<file path="src/wdt_pkg.sv">
// Purpose: shared constants for the watchdog timer block
// Assumes: 10 MHz bus clock, 32.768 kHz timer source rate
// Notes:   byte addresses, field positions, reset values, counts
`default_nettype none
package wdt_pkg;
   // ==========================================================
   // clocking
   localparam int unsigned CLK_HZ  = 10_000_000; // bus clock
   localparam int unsigned SRC_HZ  = 32_768;     // timer source
   // source tick period in bus cycles, rounded down
   localparam int unsigned SRC_DIV = CLK_HZ / SRC_HZ;
   localparam int unsigned SRC_W   = $clog2(SRC_DIV);

   // ==========================================================
   // register map (byte addresses)
   localparam logic [31:0] RELOAD_ADDR  = 32'hFFFF0360;
   localparam logic [31:0] VALUE_ADDR   = 32'hFFFF0364;
   localparam logic [31:0] CONFIG_ADDR  = 32'hFFFF0368;
   localparam logic [31:0] SERVICE_ADDR = 32'hFFFF036C;

   // ==========================================================
   // config fields
   localparam int unsigned CFG_W        = 9;
   localparam int unsigned CFG_UP       = 8;
   localparam int unsigned CFG_EN       = 7;
   localparam int unsigned CFG_PERIODIC = 6;
   localparam int unsigned CFG_WD       = 5;
   localparam int unsigned CFG_SECURE   = 4;
   localparam int unsigned CFG_PRE_HI   = 3;
   localparam int unsigned CFG_PRE_LO   = 2;
   localparam int unsigned CFG_IRQ_OPT  = 1;
   localparam logic [8:0]  CFG_MASK     = 9'h1FE; // bit 0 reserved
   localparam logic [8:0]  CFG_RST      = 9'h000;

   // prescale codes
   localparam logic [1:0]  PRE_DIV1     = 2'h0;
   localparam logic [1:0]  PRE_DIV16    = 2'h1;
   localparam logic [1:0]  PRE_DIV256   = 2'h2;
   localparam logic [7:0]  PRE_M1       = 8'h00;
   localparam logic [7:0]  PRE_M16      = 8'h0F;
   localparam logic [7:0]  PRE_M256     = 8'hFF;

   // ==========================================================
   // reset values and lfsr
   localparam logic [15:0] RELOAD_RST   = 16'h0000;
   localparam logic [15:0] VALUE_RST    = 16'hFFFF;
   localparam logic [15:0] VALUE_TOP    = 16'hFFFF;
   localparam logic [15:0] VALUE_ZERO   = 16'h0000;
   localparam logic [7:0]  LFSR_RST     = 8'h00;
   localparam logic [7:0]  LFSR_TAPS    = 8'h63;

   // one lfsr advance: shift left, fold taps if msb fell out
   function automatic logic [7:0] lfsr_step(input logic [7:0] s);
      lfsr_step = {s[6:0], 1'b0} ^ (s[7] ? LFSR_TAPS : 8'h00);
   endfunction
endpackage
`default_nettype wire

</file>
<file path="src/wdt_lfsr.sv">
// Purpose: expected service value generator for secure clear
// Assumes: seed loaded before watchdog entry
// Notes:   state has no bus read path on purpose
`default_nettype none
module wdt_lfsr (
   input  wire logic       i_mclk,
   input  wire logic       i_rst,
   input  wire logic       i_load,
   input  wire logic [7:0] i_seed,
   input  wire logic       i_adv,
   output var  logic [7:0] o_state
);
   // ==========================================================
   // state register
   always_ff @(posedge i_mclk) begin
      if (i_rst) begin
         o_state <= wdt_pkg::LFSR_RST;
      end else if (i_load) begin
         o_state <= i_seed;                       // seed write
      end else if (i_adv) begin
         o_state <= wdt_pkg::lfsr_step(o_state);
      end
   end

   lfsr_step_a: assert property (
      @(posedge i_mclk) disable iff (i_rst)
      i_adv && !i_load |=>
      o_state == ({$past(o_state[6:0]), 1'b0} ^
                  ($past(o_state[7]) ? 8'h63 : 8'h00)))
      else $error("lfsr did not advance with taps 0x63");
endmodule
`default_nettype wire

</file>
<file path="src/wdt_prescale.sv">
// Purpose: timer source tick and 1/16/256 prescaler
// Assumes: single bus clock, source rate derived by division
// Notes:   prescale counter runs free; o_tick is one cycle
`default_nettype none
module wdt_prescale (
   input  wire logic       i_mclk,
   input  wire logic       i_rst,
   input  wire logic [1:0] i_sel,
   output var  logic       o_tick
);
   // ==========================================================
   // source divider
   logic [wdt_pkg::SRC_W-1:0] src_cnt_ff; // bus cycles in period
   logic                      src_tick;   // one source edge
   logic [7:0]                pre_cnt_ff; // source edges seen
   logic [7:0]                pre_mask;   // low bits that must be 1

   // code 11 falls back to divide by one
   function automatic logic [7:0] div_mask(input logic [1:0] sel);
      case (sel)
         wdt_pkg::PRE_DIV16:  div_mask = wdt_pkg::PRE_M16;
         wdt_pkg::PRE_DIV256: div_mask = wdt_pkg::PRE_M256;
         default:             div_mask = wdt_pkg::PRE_M1;
      endcase
   endfunction

   assign src_tick = (src_cnt_ff ==
                      wdt_pkg::SRC_W'(wdt_pkg::SRC_DIV - 1));
   assign pre_mask = div_mask(i_sel);

   // period counter for the 32 kHz source
   always_ff @(posedge i_mclk) begin
      if (i_rst || src_tick) begin
         src_cnt_ff <= '0;
      end else begin
         src_cnt_ff <= src_cnt_ff + 1'b1;
      end
   end

   // ==========================================================
   // prescaler
   always_ff @(posedge i_mclk) begin
      if (i_rst) begin
         pre_cnt_ff <= 8'h00;
      end else if (src_tick) begin
         pre_cnt_ff <= pre_cnt_ff + 8'h01;
      end
   end

   // tick when the selected low bits are all ones
   always_ff @(posedge i_mclk) begin
      if (i_rst) begin
         o_tick <= 1'b0;
      end else begin
         o_tick <= src_tick && ((pre_cnt_ff & pre_mask) == pre_mask);
      end
   end

   pre_div1_a: assert property (
      @(posedge i_mclk) disable iff (i_rst)
      src_tick && (i_sel == 2'h3 || i_sel == 2'h0) |=> o_tick)
      else $error("divide by one missed a source edge");
endmodule
`default_nettype wire

</file>
<file path="src/wdt_timer.sv">
// Purpose: general timer and watchdog with secure clear
// Assumes: synchronous strobes, read data one cycle later
// Notes:   o_chip_reset holds until i_rst is applied
//
// What this block does
// - config bit 8 selects up count
// - config bit 7 enables the timer
// - config bit 6 periodic, else free running
// - config bit 5 enters watchdog mode
// - config bit 4 enables secure clear
// - prescale 1, 16, 256; code 11 as 00
// - bit 1: watchdog expiry interrupts, not resets
// - service write clears irq or reloads watchdog
// - expected value from 8-bit lfsr
// - matching service reloads and advances lfsr
// - mismatching secure service resets chip at once
// - zero seed always forces reset
// - lfsr state is not readable
// - watchdog counts down from load value
// - watchdog mode locks load and config
// - load register is 16 bits
//
// Local design decision: the address-and-strobe port.
`default_nettype none
module wdt_timer #(
   parameter int unsigned CNT_W = 16  // counter and load width
) (
   input  wire logic        i_mclk,
   input  wire logic        i_rst,
   input  wire logic [31:0] i_addr,
   input  wire logic [31:0] i_wdata,
   input  wire logic        i_wr,
   input  wire logic        i_rd,
   output var  logic [31:0] o_rdata,
   output var  logic        o_irq,
   output var  logic        o_chip_reset
);
   // ==========================================================
   // state and decode
   logic [wdt_pkg::CFG_W-1:0] cfg_ff;     // config register
   logic [CNT_W-1:0]          reload_ff;  // load value
   logic [CNT_W-1:0]          cnt_ff;     // live count
   logic [CNT_W-1:0]          nxt_cnt;    // next count
   logic                      expire;     // terminal count hit
   logic                      tick;       // prescaled count edge
   logic [7:0]                lfsr_q;     // expected service value
   logic                      wr_cfg;     // config write
   logic                      wr_load;    // load write
   logic                      wr_svc;     // service write
   logic                      wd_mode;    // watchdog active
   logic                      secure_on;  // secure clear active
   logic                      enter_wd;   // write that enters wd
   logic                      svc_ok;     // value matches lfsr
   logic                      good_svc;   // accepted wd service
   logic                      bad_svc;    // rejected wd service

   assign wr_cfg    = i_wr && (i_addr == wdt_pkg::CONFIG_ADDR);
   assign wr_load   = i_wr && (i_addr == wdt_pkg::RELOAD_ADDR);
   assign wr_svc    = i_wr && (i_addr == wdt_pkg::SERVICE_ADDR);
   assign wd_mode   = cfg_ff[wdt_pkg::CFG_WD];
   // secure clear counts only inside watchdog mode
   assign secure_on = wd_mode && cfg_ff[wdt_pkg::CFG_SECURE];
   assign enter_wd  = wr_cfg && !wd_mode &&
                      i_wdata[wdt_pkg::CFG_WD];
   // a zero state can never match, so zero always trips
   assign svc_ok    = (i_wdata[7:0] == lfsr_q) &&
                      (lfsr_q != 8'h00);
   assign good_svc  = wr_svc && wd_mode &&
                      (!secure_on || svc_ok);
   assign bad_svc   = wr_svc && secure_on && !svc_ok;

   // ==========================================================
   // helpers
   wdt_prescale u_prescale (
      .i_mclk (i_mclk),
      .i_rst  (i_rst),
      .i_sel  (cfg_ff[wdt_pkg::CFG_PRE_HI:wdt_pkg::CFG_PRE_LO]),
      .o_tick (tick)
   );

   // seed taken from service writes made outside watchdog mode
   wdt_lfsr u_lfsr (
      .i_mclk  (i_mclk),
      .i_rst   (i_rst),
      .i_load  (wr_svc && !wd_mode),
      .i_seed  (i_wdata[7:0]),
      .i_adv   (good_svc && secure_on),
      .o_state (lfsr_q)
   );

   // ==========================================================
   // configuration and load registers
   // locked once in watchdog; only chip reset leaves it
   always_ff @(posedge i_mclk) begin
      if (i_rst) begin
         cfg_ff <= wdt_pkg::CFG_RST;
      end else if (wr_cfg && !wd_mode) begin
         cfg_ff <= i_wdata[wdt_pkg::CFG_W-1:0] & wdt_pkg::CFG_MASK;
      end
   end

   // 16-bit timeout value, also locked in watchdog mode
   always_ff @(posedge i_mclk) begin
      if (i_rst) begin
         reload_ff <= wdt_pkg::RELOAD_RST;
      end else if (wr_load && !wd_mode) begin
         reload_ff <= i_wdata[CNT_W-1:0];
      end
   end

   // ==========================================================
   // counter next state
   always_comb begin
      nxt_cnt = cnt_ff;
      expire  = 1'b0;
      if (enter_wd) begin
         // start first timeout from the load value
         nxt_cnt = reload_ff;
      end else if (wd_mode) begin
         if (good_svc) begin
            nxt_cnt = reload_ff;
         end else if (cfg_ff[wdt_pkg::CFG_EN] && tick) begin
            if (cnt_ff == wdt_pkg::VALUE_ZERO) begin
               expire  = 1'b1;
               nxt_cnt = reload_ff;
            end else begin
               nxt_cnt = cnt_ff - 1'b1;
            end
         end
      end else if (cfg_ff[wdt_pkg::CFG_EN] && tick) begin
         if (cfg_ff[wdt_pkg::CFG_UP]) begin
            if (cnt_ff == wdt_pkg::VALUE_TOP) begin
               expire  = 1'b1;
               nxt_cnt = cfg_ff[wdt_pkg::CFG_PERIODIC] ?
                         reload_ff : wdt_pkg::VALUE_ZERO;
            end else begin
               nxt_cnt = cnt_ff + 1'b1;
            end
         end else begin
            if (cnt_ff == wdt_pkg::VALUE_ZERO) begin
               expire  = 1'b1;
               nxt_cnt = cfg_ff[wdt_pkg::CFG_PERIODIC] ?
                         reload_ff : wdt_pkg::VALUE_TOP;
            end else begin
               nxt_cnt = cnt_ff - 1'b1;
            end
         end
      end
   end

   // counter register
   always_ff @(posedge i_mclk) begin
      if (i_rst) begin
         cnt_ff <= wdt_pkg::VALUE_RST;
      end else begin
         cnt_ff <= nxt_cnt;
      end
   end

   // ==========================================================
   // interrupt and chip reset request
   // expiry sets, except watchdog expiry with bit 1 clear; a service write outside watchdog mode clears; set wins the tie
   always_ff @(posedge i_mclk) begin
      if (i_rst) begin
         o_irq <= 1'b0;
      end else if (expire &&
                   (!wd_mode || cfg_ff[wdt_pkg::CFG_IRQ_OPT])) begin
         o_irq <= 1'b1;
      end else if (wr_svc && !wd_mode) begin
         o_irq <= 1'b0;
      end
   end

   // request stays up so the chip reset logic cannot miss it
   always_ff @(posedge i_mclk) begin
      if (i_rst) begin
         o_chip_reset <= 1'b0;
      end else if (bad_svc) begin
         o_chip_reset <= 1'b1;
      end else if (expire && wd_mode &&
                   !cfg_ff[wdt_pkg::CFG_IRQ_OPT]) begin
         o_chip_reset <= 1'b1;
      end
   end

   // ==========================================================
   // read port; service register and lfsr read back as zero
   always_ff @(posedge i_mclk) begin
      if (i_rst || !i_rd) begin
         o_rdata <= 32'h00000000;
      end else begin
         case (i_addr)
            wdt_pkg::RELOAD_ADDR: o_rdata <= 32'(reload_ff);
            wdt_pkg::VALUE_ADDR:  o_rdata <= 32'(cnt_ff);
            wdt_pkg::CONFIG_ADDR: o_rdata <= 32'(cfg_ff);
            default:              o_rdata <= 32'h00000000;
         endcase
      end
   end

   // ==========================================================
   // checks
   cfg_lock_a: assert property (
      @(posedge i_mclk) disable iff (i_rst)
      wd_mode && (wr_cfg || wr_load) |=>
      $stable(cfg_ff) && $stable(reload_ff))
      else $error("write changed a locked register");

   bad_service_a: assert property (
      @(posedge i_mclk) disable iff (i_rst)
      wr_svc && secure_on && (i_wdata[7:0] != lfsr_q) |=>
      o_chip_reset)
      else $error("mismatched service did not reset chip");

   zero_seed_a: assert property (
      @(posedge i_mclk) disable iff (i_rst)
      wr_svc && secure_on && (lfsr_q == 8'h00) |=> o_chip_reset)
      else $error("zero lfsr state did not reset chip");

   good_service_a: assert property (
      @(posedge i_mclk) disable iff (i_rst)
      good_svc && secure_on |=>
      cnt_ff == reload_ff && lfsr_q != $past(lfsr_q) && !o_chip_reset)
      else $error("matching service did not reload and advance");

   up_count_a: assert property (
      @(posedge i_mclk) disable iff (i_rst)
      tick && !wd_mode && !wr_cfg && cfg_ff[wdt_pkg::CFG_EN] &&
      cfg_ff[wdt_pkg::CFG_UP] && cnt_ff != 16'hFFFF |=>
      cnt_ff == $past(cnt_ff) + 16'h0001)
      else $error("up count did not step by one");

   stopped_hold_a: assert property (
      @(posedge i_mclk) disable iff (i_rst)
      (!cfg_ff[wdt_pkg::CFG_EN] && !wd_mode && !wr_cfg) [*2] |->
      $stable(cnt_ff))
      else $error("disabled timer changed its count");

   free_wrap_a: assert property (
      @(posedge i_mclk) disable iff (i_rst)
      tick && !wd_mode && !wr_cfg && cfg_ff[wdt_pkg::CFG_EN] &&
      !cfg_ff[wdt_pkg::CFG_UP] && !cfg_ff[wdt_pkg::CFG_PERIODIC] &&
      cnt_ff == 16'h0000 |=> cnt_ff == 16'hFFFF ##0 o_irq)
      else $error("free running down count did not wrap");

   wd_expire_a: assert property (
      @(posedge i_mclk) disable iff (i_rst)
      wd_mode && tick && !good_svc && cfg_ff[wdt_pkg::CFG_EN] &&
      cnt_ff == 16'h0000 |=>
      (cfg_ff[wdt_pkg::CFG_IRQ_OPT] ? o_irq : o_chip_reset))
      else $error("watchdog expiry gave wrong response");

   irq_clear_a: assert property (
      @(posedge i_mclk) disable iff (i_rst)
      wr_svc && !wd_mode && !expire |=> !o_irq)
      else $error("service write did not clear interrupt");
endmodule
`default_nettype wire
</file>
<file path="config.mk">
export PLATFORM = sky130hd
export DESIGN_NAME = wdt_timer
export DESIGN_NICKNAME = d
export VERILOG_FILES = /design/src/wdt_pkg.sv /design/src/wdt_lfsr.sv /design/src/wdt_prescale.sv /design/src/wdt_timer.sv
export SDC_FILE = /design/constraint.sdc
export NUM_CORES = 1
export LEC_CHECK = 0
export ABC_AREA = 0
export CAP_MARGIN = 20
export CORE_MARGIN = 8
export CORE_UTILIZATION = 25
export CTS_CLUSTER_DIAMETER = 30
export DETAILED_ROUTE_END_ITERATION = 8
export DONT_BUFFER_PORTS = 1
export PLACE_DENSITY = 0.47
export SETUP_SLACK_MARGIN = 0.1
export SLEW_MARGIN = 20
export SYNTH_ARGS = -nofsm -noshare
export SYNTH_HDL_FRONTEND = slang
export SYNTH_HIERARCHICAL = 1
export SYNTH_SLANG_ARGS = --single-unit
</file>
<file path="constraint.sdc">
create_clock -name i_mclk -period 2.7 [get_ports i_mclk]
set_input_delay 0.27 -clock i_mclk [delete_from_list [all_inputs] [get_ports i_mclk]]
set_output_delay 0.27 -clock i_mclk [all_outputs]
set_load 0.005 [all_outputs]
</file>
# Yosys cells after proc, flatten, opt, wreduce, memory -nomap -nowiden
# Index checks and enable logic that the tools add are counted.
# totals
regBits	100
n_memories	0
output_inout_bits	34
ramBits	0
in_bits	68
rom_bits	0
latchBits	0
wordCells	90
# classes
n_shift	0
bitwise_logic	2
n_eq_ne	10
add_sub_neg	4
mux	28
n_mul	0
div	0
n_lt_le_gt_ge	0
reduce_logical	36
# ops
operator	count
2-to-1 mux 16 bit	11
equality test 32 bit (second input constant)	4
one-hot mux 16 bit (3 select lines)	1
logical AND 1 bit	19
adder 16 x 1 -> 16 bit (second input constant)	1
equality test 16 bit (second input constant)	1
equality test 8 bit	2
logical NOT 16 bit	1
2-to-1 mux 8 bit	2
one-hot mux 8 bit (2 select lines)	1
subtractor 16 x 1 -> 16 bit (second input constant)	1
2-to-1 mux 1 bit	12
adder 9 x 1 -> 9 bit (second input constant)	1
equality test 9 bit (second input constant)	1
adder 8 x 1 -> 8 bit (second input constant)	1
bitwise AND 8 bit	1
nonzero test 8 bit	1
bitwise XOR 8 bit	1
2-to-1 mux 7 bit	1
nonzero test 2 bit	3
nonzero test 3 bit	2
logical NOT 1 bit	5
logical OR 1 bit	4
equality test 2 x 1 -> 1 bit (second input constant)	1
2 further kinds	2

# Depth between registers and ports, before layout
# Gate-level depths: netlist of the first run.
# logic_depth
depth_word	11
ltp_mapped	12
depth_no_buf	10

# Modules after synthesis
# The synthesis of the first run kept the hierarchy.
# by_module_without_submodules
mod	instances	area_each_um2	seq_area_each_um2	cells_each
wdt_timer	1	4156.5	1161.1	565
wdt_prescale	1	882.1	360.3	99
wdt_lfsr	1	426.7	160.2	41

# Worst setup path before layout of the first run
# No wires, ideal clock.
# synth_path
kind	in2reg
from	in i_addr[1]
to	reg cnt_ff[6]
cell_stages	9
arrival_ps	2433
setup_time_ps	122
required_time_ps	2578
n_path_buf	1
setup_slack_ps	145
cell_sequence	or4b_4 or2_4 nor4_4 nor4b_4 or3_1 buf_4 o21ai_2 a311oi_2 o21ai_1
# synth_via
elab_chain_cells	7
word_cells_on_any_way	14
classes_between	eq/ne: 2; mux: 3; reduce/logical: 9
# synth_lines
item	line	rtl
start, declared	wdt_timer.sv:30	input wire logic [31:0] i_addr,
equality test 32 bit	wdt_timer.sv:59	assign wr_svc = i_wr && (i_addr == wdt_pkg::SERVICE_ADDR);
logical AND 1 bit	wdt_timer.sv:59	
logical AND 1 bit (2 in series)	wdt_timer.sv:68	assign good_svc = wr_svc && wd_mode &&
2-to-1 mux 16 bit	wdt_timer.sv:120	if (good_svc) begin
2-to-1 mux 16 bit	wdt_timer.sv:119	end else if (wd_mode) begin
2-to-1 mux 16 bit	wdt_timer.sv:116	if (enter_wd) begin
end signal, assigned	wdt_timer.sv:154	cnt_ff <= wdt_pkg::VALUE_RST;
end signal, assigned	wdt_timer.sv:156	cnt_ff <= nxt_cnt;
end, declared	wdt_timer.sv:42	logic [CNT_W-1:0] cnt_ff;
# Several ways; a longest one is shown, not always the timed one.
# A chain may end at the register's enable or synchronous reset.

# Worst setup path in the final report of the first run
# layout_path
from	reg u_lfsr.o_state[3]
to	reg cnt_ff[7]
# layout_via
elab_chain_cells	7
word_cells_on_any_way	10
classes_between	eq/ne: 1; mux: 3; reduce/logical: 6
# layout_lines
item	line	rtl
start, declared	wdt_lfsr.sv:11	output var logic [7:0] o_state
start signal, assigned	wdt_lfsr.sv:17	o_state <= wdt_pkg::LFSR_RST;
start signal, assigned	wdt_lfsr.sv:19	o_state <= i_seed;
start signal, assigned	wdt_lfsr.sv:21	o_state <= wdt_pkg::lfsr_step(o_state);
equality test 8 bit / nonzero test 8 bit (equally long branches)	wdt_timer.sv:66, wdt_timer.sv:67	
logical AND 1 bit (*)	wdt_timer.sv:66	assign svc_ok = (i_wdata[7:0] == lfsr_q) &&
logical OR 1 bit (*)	wdt_timer.sv:69	(!secure_on || svc_ok);
logical AND 1 bit (*)	wdt_timer.sv:68	
2-to-1 mux 16 bit	wdt_timer.sv:120	
2-to-1 mux 16 bit	wdt_timer.sv:119	
2-to-1 mux 16 bit	wdt_timer.sv:116	
# Mark *: on every way between the ends. The rest lies on a longest branch, timed or not.

==> metrics.md, run 1 <==
| Metric | Value |
|---|---|
| Yosys warns | `6` |
| Setup violators final | `0` |
| Outcome | `finished clean` |
| ANT nets after route | `0` |
| Clock net sink count | `between 80 and 90` |
| Clock-pin slew on the worst setup and hold paths | `0.07 ns` |
| N_diodes | `0` |
| Syn Inst Count | `a little over 700` |
| Pre-antenna DRT Iters | `5` |
| Initial Util | `between 20 and 30%` |
| Final Critical Period | `about 2.5 ns` |
| Reg-to-reg endpoint | `cnt_ff[7]$_SDFFE_PP1P_` |
| CTS buffer count | `9` |
| Total wire length | `around 19000 um` |
| Maxcap violations | `0` |
| Detail Placement HPWL | `13910 um` |
| Post-DR wirelength/cell | `between 15 and 20 um` |
| Setup crit start kind | `flip-flop` |
| Netlist cell types | `73` |
| Mean Syn Cell Area | `7.752 sq um` |
| Post-CTS setup buffer count | `0` |
| Vias in the first global route | `roughly 5100` |
| Worst reg2reg path depth | `10` |
| R2r startpoint | `u_lfsr/o_state[3]$_SDFFE_PP0P_` |
| Buffers on Ports | `0` |
| Later-pin clock latency in the skew report | `about 0.36 ns` |
| CTS H-tree lvls | `3` |
| Reg2Reg Setup Slack | `between 0.2 and 0.25 ns` |
| Seq. cell area | `between 1500 and 2000 sq um` |
| Initial antenna violation count | `2` |
| Worst Hold Slack | `~0.022 ns` |
| Synth Flop Type | `dfxtp_1` |
| Worst Setup SP | `u_lfsr/o_state[3]$_SDFFE_PP0P_` |
| Pins over their slew limit | `0` |
| Worst Skew | `roughly 0.014 ns` |
| I/O pin total | `slightly above 100` |
| #FFs+latches synth | `between 80 and 90` |
| Critical path capture point type | `flip-flop` |
| Worst Hold Class | `input port to flip-flop` |
| Worst EP required | `around 3.0 ns` |
| Fin. Hold Viols | `0` |
| Multi-input gate area | `around 3500 sq um` |
| RSZ-0062 raised after global routing | `true` |
| Worst slew margin | `between 50% and 60%` |
| Max IR drop VDD | `between 0.0002 and 0.0003 V` |
| Die ar. | `26850 sq um` |
| Vert. Die Dim | `about 160 um` |
| Core area | `about 22000 sq um` |
| Fin nets | `~800` |
| WS Path Type | `flip-flop to flip-flop` |
| Sequential share of the synthesized area | `a little under a third` |
| Filler Cells Inserted | `around 2400` |
| Pin count of the biggest net entering global routing | `36` |
| GRT overflow | `0` |
| DRT iter0 DRCs | `around 440` |
| Fin crit share | `90.95%` |
| Commonest non-fill, non-tap cell in the layout | `dfxtp_1` |
| CP max FO | `7` |
| Fmax | `between 0.4 and 0.5 GHz` |
| Clock buffer depth | `2` |
| Vias per std cell | `between 5 and 6` |
| Area grow syn2layout | `18.38%` |
| Worst Tran Pin Value | `around 0.62 ns` |
| Via count | `5209` |
| Layout cells sized above 1 | `~16%` |
| CP endpoint | `cnt_ff[7]$_SDFFE_PP1P_` |
| Leak | `approximately 2.4 nW` |
| Fraction of registers with async set/reset | `0%` |
| Mapped cell area | `5465 sq um` |
| First-pass GRT wire length | `30160 um` |
| Number of enable flip-flop cells after synthesis | `0` |
| Commonest non-fill, non-tap cells in the layout | `dfxtp_1 (83), nor2_1 (79), nand2_1 (64)` |
| Core Rows | `54` |
| Gr usage total | `~15%` |
| DIE WIDTH | `~160 um` |
| CTS tree | `built` |
| Root Buffer | `clkbuf_16` |
| PwrDens | `around 440 nW/um^2` |
| GPL Wtd Cong | `~0.88` |
| Arrival time worst endpoint | `roughly 2.8 ns` |
| Final TNS setup | `0 ns` |
| DRC | `0` |
[power by group]
part           switching [mW]  internal, mW
Clock                   0.580         0.936
Sequential            0.00435          1.24
Combinational          0.0422        0.0318
[worst max-delay path: stages (launching register included)]
cell and delay, ns:
dfxtp_1 0.34, xor2_1 0.15, nor4_1 0.33, a31oi_1 0.13, buf_4 0.18, nor4b_4 0.37
buf_4 0.24, o21ai_2 0.14, nor4_4 0.28, a21oi_1 0.12, o21ai_2 0.11
[cells by family after synthesis]
family	synth area share, %
adder cells (fa/ha/maj)	1.602
buffers and inverters	8.104
AND/OR/NAND/NOR	27.84
flip-flops	30.77
XOR/XNOR	5.929
other	0.06862
AO/OA/AOI/OAI	19.35
multiplexers	6.342
[flip-flops by register name, summed over array words and instances (netlist names)]
name	flops
o_chip_reset	1
u_prescale/o_tick	1
reload_ff	16
u_lfsr/o_state	8
u_prescale/src_cnt_ff	9
o_rdata	16
cfg_ff	8
o_irq	1
cnt_ff	16
u_prescale/pre_cnt_ff	8
[timing repair]
action                                  4_1_cts  5_1_grt
gates resized for setup                       1        6
endpoints found under the setup margin        6        9
pin swaps                                     0        1
hold buffers                                  2        0
hold endpoints to repair                     35        0
[through the flow]
step | setup slack, ns | area [sq um] | utilization, % | power, mW | cells
4_1_cts | 0.2423 | 6444 | 29.80 | 2.869 | 1014
6_report | 0.2443 | 6470 | 29.92 | 2.837 | 1014
2_1_floorplan | 0.1451 | 5522 | - | 1.358 | 720
5_1_grt | 0.09102 | 6470 | 29.92 | 2.929 | 1014
3_3_place_gp | 0.03222 | 6052 | 27.99 | 1.333 | 996
3_5_place_dp | 0.06533 | 6052 | 27.99 | 1.334 | 996
[final cells by class]
cell class	count	share of cell area (%)
Clock buffer	11	3.752
Clock inverter	5	1.663
Tap cell	280	5.415
Timing Repair Buffer	66	8.470
Multi-Input combinational cell	545	53.36
Inverter	23	1.334
Sequential cell	84	26.01
[worst min path at each step]
stage                    start                               endpoint  slack, ns  cells after the start
floorplan           i_wdata[0]              reload_ff[0]$_SDFFE_PP0P_       0.41                      2
global route             i_rst                 cnt_ff[3]$_SDFFE_PP1P_      0.007                      2
CTS                      i_rst                 cnt_ff[3]$_SDFFE_PP1P_      0.004                      2
finish                   i_rst                 cnt_ff[3]$_SDFFE_PP1P_       0.02                      2
detailed placement       i_rst  u_prescale/pre_cnt_ff[1]$_SDFFE_PP0P_       0.35                      1
global placement         i_rst  u_prescale/pre_cnt_ff[0]$_SDFFE_PP0P_       0.35                      1
[cell usage after synthesis (all sizes together) (4+ instances only)]
library cell | instances | area share [%]
nor4 | 20 | 3.1
nand2b | 6 | 0.69
or3 | 12 | 1.4
o31ai | 9 | 1.2
nand2 | 64 | 4.4
a311oi | 4 | 0.76
clkbuf | 38 | 2.8
nand4 | 15 | 1.7
or4b | 5 | 0.98
a211oi | 10 | 1.4
a21oi | 55 | 5.0
ha | 7 | 1.6
o2bb2ai | 4 | 0.64
xnor2 | 21 | 3.4
buf | 30 | 3.7
or4 | 5 | 0.69
nand3 | 20 | 1.8
a221oi | 6 | 1.4
mux2i | 29 | 5.3
o21ai | 42 | 4.1
nor3 | 28 | 2.7
nor2 | 79 | 5.4
xor2 | 16 | 2.6
a31oi | 11 | 1.3
nor2b | 10 | 1.1
and3 | 5 | 0.57
mux2 | 5 | 1.0
inv | 22 | 1.5
dfxtp | 84 | 31
[metal layers]
metal,up-vias,share of wire (%),GRT usage [%]
li1,2551,-,-
met5,-,0.11,0
met1,2454,45,18.98
met3,35,6.6,3.709
met2,165,45,22.75
met4,4,2.7,5.950
Note: power is estimated with default switching activity, not from simulation.
==> inputs of run 2 (changes only) <==
- GPL_TIMING_DRIVEN: unset -> 0
==> run 2 against run 1 <==
  * Sequential share of layout area decreased by 0.47 points
  * Wire length increased by 1.3%
  * Clock skew decreased by 0.0024 ns
  * Worst setup slack got worse by 0.048 ns
  * Global-route usage decreased by 0.066 points
  * Critical path depth unchanged
  * Register-to-register slack got worse by 0.05 ns
==> metrics.md, run 2 (synthesis gave the netlist of run 1 again) <==
| Metric | Value |
|---|---|
| Worst Hold Class | `input port to flip-flop (unchanged)` |
| Clock buffer depth | `2 (unchanged)` |
| CTS tree | `built (unchanged)` |
| Clock-pin slew on the worst setup and hold paths | `0.08 ns (was 0.07 ns)` |
| Total wire length | `19500 um (was 19250 um)` |
| Pin count of the biggest net entering global routing | `16 (was 36)` |
| R2r startpoint | `cnt_ff[3]$_SDFFE_PP1P_ (was u_lfsr/o_state[3]$_SDFFE_PP0P_)` |
| Worst Tran Pin Value | `0.9912 ns (was 0.6236 ns)` |
| Worst hold path endpoint | `reload_ff[12]$_SDFFE_PP0P_ (was cnt_ff[3]$_SDFFE_PP1P_)` |
| CP max FO | `10 (was 7)` |
| Vias per std cell | `5.149 (was 5.137)` |
| Power share of the sequential group | `48.1% (was 43.9%)` |
| Pins over their slew limit | `0 (unchanged)` |
| Largest regs | `cnt_ff: 16 flops, o_rdata: 16 flops, reload_ff: 16 flops (unchanged)` |
| DRT iter0 DRCs | `470 (was 444)` |
| Grt met1 use | `18.52% (was 18.98%)` |
| Filler Cells Inserted | `2359 (was 2350)` |
| I/O pin total | `102 (unchanged)` |
| Setup crit start kind | `flip-flop (unchanged)` |
| CTS H-tree lvls | `3 (unchanged)` |
| Fin crit share | `92.73% (was 90.95%)` |
| Post-DR wirelength/cell | `18.90 um (was 18.98 um)` |
| Initial Util | `25.28% (unchanged)` |
| M2 GR Usage | `23.08% (was 22.75%)` |
| Worst EP required | `2.95 ns (was 3.00 ns)` |
| Clock Power Share | `47.7% (was 53.5%)` |
| Fin. Hold Viols | `0 (unchanged)` |
| GRT overflow | `0 (unchanged)` |
| WS Path Type | `flip-flop to flip-flop (unchanged)` |
| Initial antenna violation count | `0 (was 2)` |
| Detail Placement HPWL | `14180 um (was 13910 um)` |
| Area grow syn2layout | `20.76% (was 18.38%)` |
| Commonest non-fill, non-tap cell in the layout | `dfxtp_1 (unchanged)` |
| Reg2Reg Setup Slack | `0.20 ns (was 0.24 ns)` |
| Power Total | `2.589 mW (was 2.837 mW)` |
| Critical path capture point type | `flip-flop (unchanged)` |
| Logic pwr share | `4.2% (was 2.6%)` |
| Leak | `2.436 nW (was 2.379 nW)` |
| Worst Hold Slack | `0.04946 ns (was 0.02161 ns)` |
| PwrDens | `392.3 nW/um^2 (was 438.4 nW/um^2)` |
| Core Rows | `54 (unchanged)` |
| GPL Wtd Cong | `0.9240 (was 0.8821)` |
| Vert. Die Dim | `163.9 um (unchanged)` |
| Outcome | `finished clean (unchanged)` |
| Final Critical Period | `2.504 ns (was 2.456 ns)` |
| Layout cells sized above 1 | `17.29% (was 15.67%)` |
| CTS buffer count | `9 (unchanged)` |
| DRC | `0 (unchanged)` |
| Reg-to-reg endpoint | `cnt_ff[15]$_SDFFE_PP1P_ (was cnt_ff[7]$_SDFFE_PP1P_)` |
| Commonest non-fill, non-tap cells in the layout | `dfxtp_1 (83), nor2_1 (77), nand2_1 (63) (was dfxtp_1 (83), nor2_1 (79), nand2_1 (64))` |
| Fmax | `0.3994 GHz (was 0.4072 GHz)` |
| N_diodes | `0 (unchanged)` |
| First-pass GRT wire length | `30250 um (was 30160 um)` |
| Worst hold start | `i_wdata[12] (was i_rst)` |
| Core area | `21620 sq um (unchanged)` |
| Maxcap violations | `0 (unchanged)` |
| Vias in the first global route | `5118 (was 5080)` |
| Worst Skew | `0.01125 ns (was 0.01368 ns)` |
| DIE WIDTH | `163.9 um (unchanged)` |
| Net Sw Power | `0.6453 mW (was 0.6266 mW)` |
| Die ar. | `26850 sq um (unchanged)` |
| ANT nets after route | `0 (unchanged)` |
| Later-pin clock latency in the skew report | `0.35 ns (was 0.36 ns)` |
| Worst slew margin | `33.92% (was 58.28%)` |
| Root Buffer | `clkbuf_16 (unchanged)` |
| Arrival time worst endpoint | `2.76 ns (was 2.75 ns)` |
| Met3 usage | `4.035% (was 3.709%)` |
| Clock net sink count | `84 (unchanged)` |
| Worst reg2reg path depth | `10 (unchanged)` |
| Pint | `1.944 mW (was 2.210 mW)` |
| Sw Ratio | `24.92% (was 22.09%)` |
| Setup violators final | `0 (unchanged)` |
| Fin nets | `822 (was 804)` |
| Buffers on Ports | `0 (unchanged)` |
| Pre-antenna DRT Iters | `6 (was 5)` |
| Gr usage total | `14.56% (was 14.63%)` |
| GR peak layer | `met2 (unchanged)` |
| # hold bufs at CTS | `0 (was 2)` |
| Via count | `5314 (was 5209)` |
| RSZ-0062 raised after global routing | `true (unchanged)` |
| Hold Path Stages | `2 (unchanged)` |
| Max IR drop VDD | `0.0002540 V (was 0.0002855 V)` |
[run 2: cell count changes in the layout (fill, tap and decap cells not counted), moves of 6 or more]
cell and change:
clkbuf_2 +8, buf_4 -27, clkbuf_1 +22, nor4_1 -6
[run 2: power groups by stage]
stage	sequential [mW]	combinational (mW)	clock (mW)
floorplan	1.27	0.0844	0
global placement	1.27	0.106	0
detailed placement	1.27	0.106	0
CTS	1.25	0.107	1.27
global route	1.24	0.121	1.32
finish	1.25	0.109	1.24
[run 2: routing by layer]
layer	wire length [um]	part of all wire [%]
met5	0	0
met4	475	2.4
met3	1457	7.5
met2	9030	46
met1	8540	44
[run 2: worst max-delay path, stage by stage (launching register included)]
cell	delay [ns]
dfxtp_1	0.35
clkbuf_2	0.33
nand4_1	0.16
buf_4	0.19
nor3_2	0.26
and3_1	0.18
buf_2	0.25
a221oi_1	0.15
o31ai_1	0.23
nor3_1	0.07
o21ai_0	0.23
[run 2: timing repair]
| action | CTS | global route |
|---|---|---|
| resized for setup | 35 | 51 |
| pin swaps | 5 | 3 |
| setup buffers | 9 | 7 |
| setup endpoints to repair | 26 | 31 |
[run 2: cell type report]
type	instances	area (sq um)	share of cell area (%)
well taps	280	350.3	5.308
repair buffers	16	132.6	2.009
clock buffers	10	239.0	3.621
flip-flops and latches	84	1685	25.54
clock inverters	6	47.55	0.7204
plain buffers	68	397.9	6.028
multi-input cells	545	3659	55.43
inverters	23	88.84	1.346
[run 2: through the flow]
step                cell area, sq um  setup WS [ns]  TNS, ns  instances  utilization, %
floorplan                       5522         0.1451        0        720               -
global placement                5872        -0.7547   -12.18       1000           27.16
detailed placement              5878        -0.5378   -8.965       1000           27.19
CTS                             6391        0.04378        0       1025           29.56
global route                    6600        0.06813        0       1032           30.53
finish                          6600         0.1962        0       1032           30.53
[run 2: worst max-delay path by stage]
stage | end | slack, ns | start
2_1_floorplan | cnt_ff[6]$_SDFFE_PP1P_ | 0.15 | i_addr[1]
3_3_place_gp | cnt_ff[3]$_SDFFE_PP1P_ | -0.75 | cnt_ff[1]$_SDFFE_PP1P_
3_5_place_dp | cnt_ff[7]$_SDFFE_PP1P_ | -0.54 | cnt_ff[4]$_SDFFE_PP1P_
4_1_cts | cnt_ff[7]$_SDFFE_PP1P_ | 0.04 | cnt_ff[0]$_SDFFE_PP1P_
5_1_grt | cnt_ff[7]$_SDFFE_PP1P_ | 0.07 | u_lfsr/o_state[4]$_SDFFE_PP0P_
6_report | cnt_ff[15]$_SDFFE_PP1P_ | 0.20 | cnt_ff[3]$_SDFFE_PP1P_
==> inputs of run 3 (changes only) <==
- CORE_UTILIZATION: 25 -> 30
- PLACE_DENSITY: 0.47 -> 0.51
- clock period: 2.7 -> 2.65 ns (I/O delays scaled with it)
==> run 3 against run 2 <==
  * Clock power shrank 4%
  * Cell count shrank 4.4%
  * Final area shrank 0.76%
  * Largest cell class unchanged
  * Non-clock buffer count grew 6
  * Utilization grew 6.1 points
  * Wire length shrank 2.4%
  * Via count grew 1.7%
  * Critical path depth shrank 1
  * Sequential power is essentially flat
==> metrics.md, run 3 (synthesis gave the netlist of run 1 again) <==
| Metric | Value |
|---|---|
| Arrival time worst endpoint | `2.76 ns (about the same)` |
| Core Rows | `49 (was 54)` |
| GRT overflow | `0 (unchanged)` |
| Logic pwr share | `4.3% (was 4.2%)` |
| Critical Path Stages | `9 (was 10)` |
| Pre-antenna DRT Iters | `5 (was 6)` |
| WP buf/inv | `2 (was 3)` |
| Family with the most delay on the worst path | `buffers and inverters (unchanged)` |
| DIE WIDTH | `151.0 um (was 163.9 um)` |
| Vias per std cell | `5.473 (was 5.149)` |
| Maxcap violations | `0 (unchanged)` |
| Reg-to-reg endpoint | `o_chip_reset$_SDFFE_PP0P_ (was cnt_ff[15]$_SDFFE_PP1P_)` |
| Sw Ratio | `24.42% (was 24.92%)` |
| Clock-pin slew on the worst setup and hold paths | `0.06 ns (was 0.08 ns)` |
| R2r startpoint | `cfg_ff[5]$_SDFFE_PP0N_ (was cnt_ff[3]$_SDFFE_PP1P_)` |
| GR peak layer | `met2 (unchanged)` |
| Reg2Reg Setup Slack | `0.11 ns (was 0.20 ns)` |
| Net Sw Power | `0.6287 mW (was 0.6453 mW)` |
| Outcome | `finished clean (unchanged)` |
| Area grow syn2layout | `19.85% (was 20.76%)` |
| Core area | `17900 sq um (was 21620 sq um)` |
| Total wire length | `19040 um (was 19500 um)` |
| Buffers on Ports | `0 (unchanged)` |
| Setup violators final | `0 (unchanged)` |
| Final Critical Period | `2.544 ns (was 2.504 ns)` |
| Fin nets | `828 (was 822)` |
| Fin. Hold Viols | `0 (unchanged)` |
| First-pass GRT wire length | `29260 um (was 30250 um)` |
| RSZ-0062 raised after global routing | `true (unchanged)` |
| Worst slew margin | `34.18% (was 33.92%)` |
| CTS tree | `built (unchanged)` |
| Commonest non-fill, non-tap cell in the layout | `dfxtp_1 (unchanged)` |
| Critical path capture point type | `flip-flop (unchanged)` |
| Worst hold start | `i_wdata[6] (was i_wdata[12])` |
| Critical path's slowest cell | `mux2_2 (was dfxtp_1)` |
| CTS buffer count | `9 (unchanged)` |
| Detail Placement HPWL | `13760 um (was 14180 um)` |
| Worst EP required | `2.87 ns (was 2.95 ns)` |
| Pins over their slew limit | `0 (unchanged)` |
| CP max FO | `10 (unchanged)` |
| Worst Skew | `0.01086 ns (was 0.01125 ns)` |
| DRT iter0 DRCs | `484 (was 470)` |
| Clock net sink count | `84 (unchanged)` |
| Worst Hold Class | `input port to flip-flop (unchanged)` |
| Setup crit start kind | `flip-flop (unchanged)` |
| Initial antenna violation count | `0 (unchanged)` |
| Worst reg2reg path depth | `9 (was 10)` |
| Hold Path Stages | `2 (unchanged)` |
| # hold bufs at CTS | `0 (unchanged)` |
| Max IR drop VDD | `0.0002697 V (was 0.0002540 V)` |
| Power Total | `2.575 mW (was 2.589 mW)` |
| Die ar. | `22790 sq um (was 26850 sq um)` |
| Gr usage total | `16.56% (was 14.56%)` |
| Fin crit share | `96.01% (was 92.73%)` |
| Largest regs | `cnt_ff: 16 flops, o_rdata: 16 flops, reload_ff: 16 flops (unchanged)` |
| Critical-path cell list | `clkbuf_1 -> clkinv_2 -> nand2_2 -> mux2_2 -> nand2_1 -> nor2_1 -> mux2_2 -> a21oi_1 -> nor2_1 (was clkbuf_2 -> nand4_1 -> buf_4 -> nor3_2 -> and3_1 -> buf_2 -> a221oi_1 -> o31ai_1 -> nor3_1 -> o21ai_0)` |
| I/O pin total | `102 (unchanged)` |
| Post-DR wirelength/cell | `19.29 um (was 18.90 um)` |
| PwrDens | `393.2 nW/um^2 (was 392.3 nW/um^2)` |
| WS Path Type | `flip-flop to flip-flop (unchanged)` |
| Worst Tran Pin Value | `0.9837 ns (was 0.9912 ns)` |
| Power share of the sequential group | `49.3% (was 48.1%)` |
| Pint | `1.946 mW (was 1.944 mW)` |
| GPL Wtd Cong | `0.9130 (was 0.9240)` |
| Clock Power Share | `46.4% (was 47.7%)` |
| DRC | `0 (unchanged)` |
| Met3 usage | `4.123% (was 4.035%)` |
| Via count | `5402 (was 5314)` |
| Vias in the first global route | `5048 (was 5118)` |
| Clock buffer depth | `2 (unchanged)` |
| Post-layout util | `36.59% (was 30.53%)` |
| Fmax | `0.3930 GHz (was 0.3994 GHz)` |
| Worst hold path endpoint | `reload_ff[6]$_SDFFE_PP0P_ (was reload_ff[12]$_SDFFE_PP0P_)` |
| Pin count of the biggest net entering global routing | `15 (was 16)` |
| CTS H-tree lvls | `3 (unchanged)` |
| Vert. Die Dim | `151.0 um (was 163.9 um)` |
| Leak | `2.458 nW (was 2.436 nW)` |
| ANT nets after route | `0 (unchanged)` |
| M2 GR Usage | `24.89% (was 23.08%)` |
| CP peak stage delay | `0.39 ns (was 0.35 ns)` |
| Grt met1 use | `22.42% (was 18.52%)` |
| Worst Hold Slack | `0.04730 ns (was 0.04946 ns)` |
| Root Buffer | `clkbuf_16 (unchanged)` |
| Layout cells sized above 1 | `18.21% (was 17.29%)` |
| Commonest non-fill, non-tap cells in the layout | `dfxtp_1 (83), nor2_1 (77), nand2_1 (62) (was dfxtp_1 (83), nor2_1 (77), nand2_1 (63))` |
| Initial Util | `30.53% (was 25.28%)` |
| Later-pin clock latency in the skew report | `0.36 ns (was 0.35 ns)` |
| N_diodes | `0 (unchanged)` |
==> run 3: cell types whose count changed in the layout (fill, tap and decap cells not counted), moves of 2 or more <==
| cell | before | now |
|---|---|---|
| a2111oi_2 | 3 | 1 |
| clkinv_2 | 1 | 4 |
| clkinvlp_4 | 3 | 1 |
| a2111oi_1 | 0 | 2 |
| buf_4 | 34 | 44 |
==> run 3: routing by layer <==
layer | share of wire [%] | vias up
li1 | - | 2607
met1 | 46 | 2489
met2 | 44 | 258
met3 | 7.9 | 48
met4 | 2.9 | 0
met5 | 0 | -
==> run 3: worst register-to-register path, cell delays in order, from the launching register on <==
cell      delay [ns]
dfxtp_1         0.31
clkbuf_1        0.37
clkinv_2        0.36
nand2_2         0.35
mux2_2          0.40
nand2_1         0.12
nor2_1          0.05
mux2_2          0.26
a21oi_1         0.14
nor2_1          0.05
==> run 3: area by class of cell <==
class	instances	area, sq um
sequential	84	1685
buffer	68	402.9
inverter	23	87.58
multi-input combinational	545	3654
fill	1920	11350
tap	229	286.5
timing repair buffer	22	165.2
clock buffer	10	229.0
clock inverter	6	40.04
==> run 3: timing repair <==
item	in CTS	in global routing
setup buffers	10	12
endpoints found under the hold margin	0	0
endpoints found under the setup margin	26	28
gates resized for setup	45	44
pin swaps	5	7
gates cloned	0	0
==> run 3: per-stage QoR <==
step / instance area (sq um) / worst slack [ns] / setup TNS [ns] / std cells
after global placement: 5808 / -0.7584 / -13.45 / 949
after global routing: 6550 / 0.02100 / 0 / 987
after CTS: 6356 / 0.07973 / 0 / 975
after detailed placement: 5821 / -0.7053 / -10.29 / 949
final: 6550 / 0.1057 / 0 / 987
after floorplan: 5522 / 0.1001 / 0 / 720
==> run 3: power by group through the flow <==
stage	clock [mW]	combinational, mW	sequential, mW
2_1_floorplan	0	0.0860	1.30
3_3_place_gp	0	0.107	1.30
3_5_place_dp	0	0.107	1.30
4_1_cts	1.22	0.108	1.27
5_1_grt	1.28	0.123	1.27
6_report	1.19	0.111	1.27
==> run 3: worst max-delay path by stage <==
stage	startpoint	endpoint	slack [ns]
global placement	cnt_ff[3]$_SDFFE_PP1P_	cnt_ff[0]$_SDFFE_PP1P_	-0.76
finish	cfg_ff[5]$_SDFFE_PP0N_	o_chip_reset$_SDFFE_PP0P_	0.11
global route	cnt_ff[8]$_SDFFE_PP1P_	cnt_ff[7]$_SDFFE_PP1P_	0.02
CTS	i_addr[1]	reload_ff[14]$_SDFFE_PP0P_	0.08
floorplan	i_addr[1]	cnt_ff[6]$_SDFFE_PP1P_	0.10
detailed placement	cnt_ff[4]$_SDFFE_PP1P_	cnt_ff[7]$_SDFFE_PP1P_	-0.71
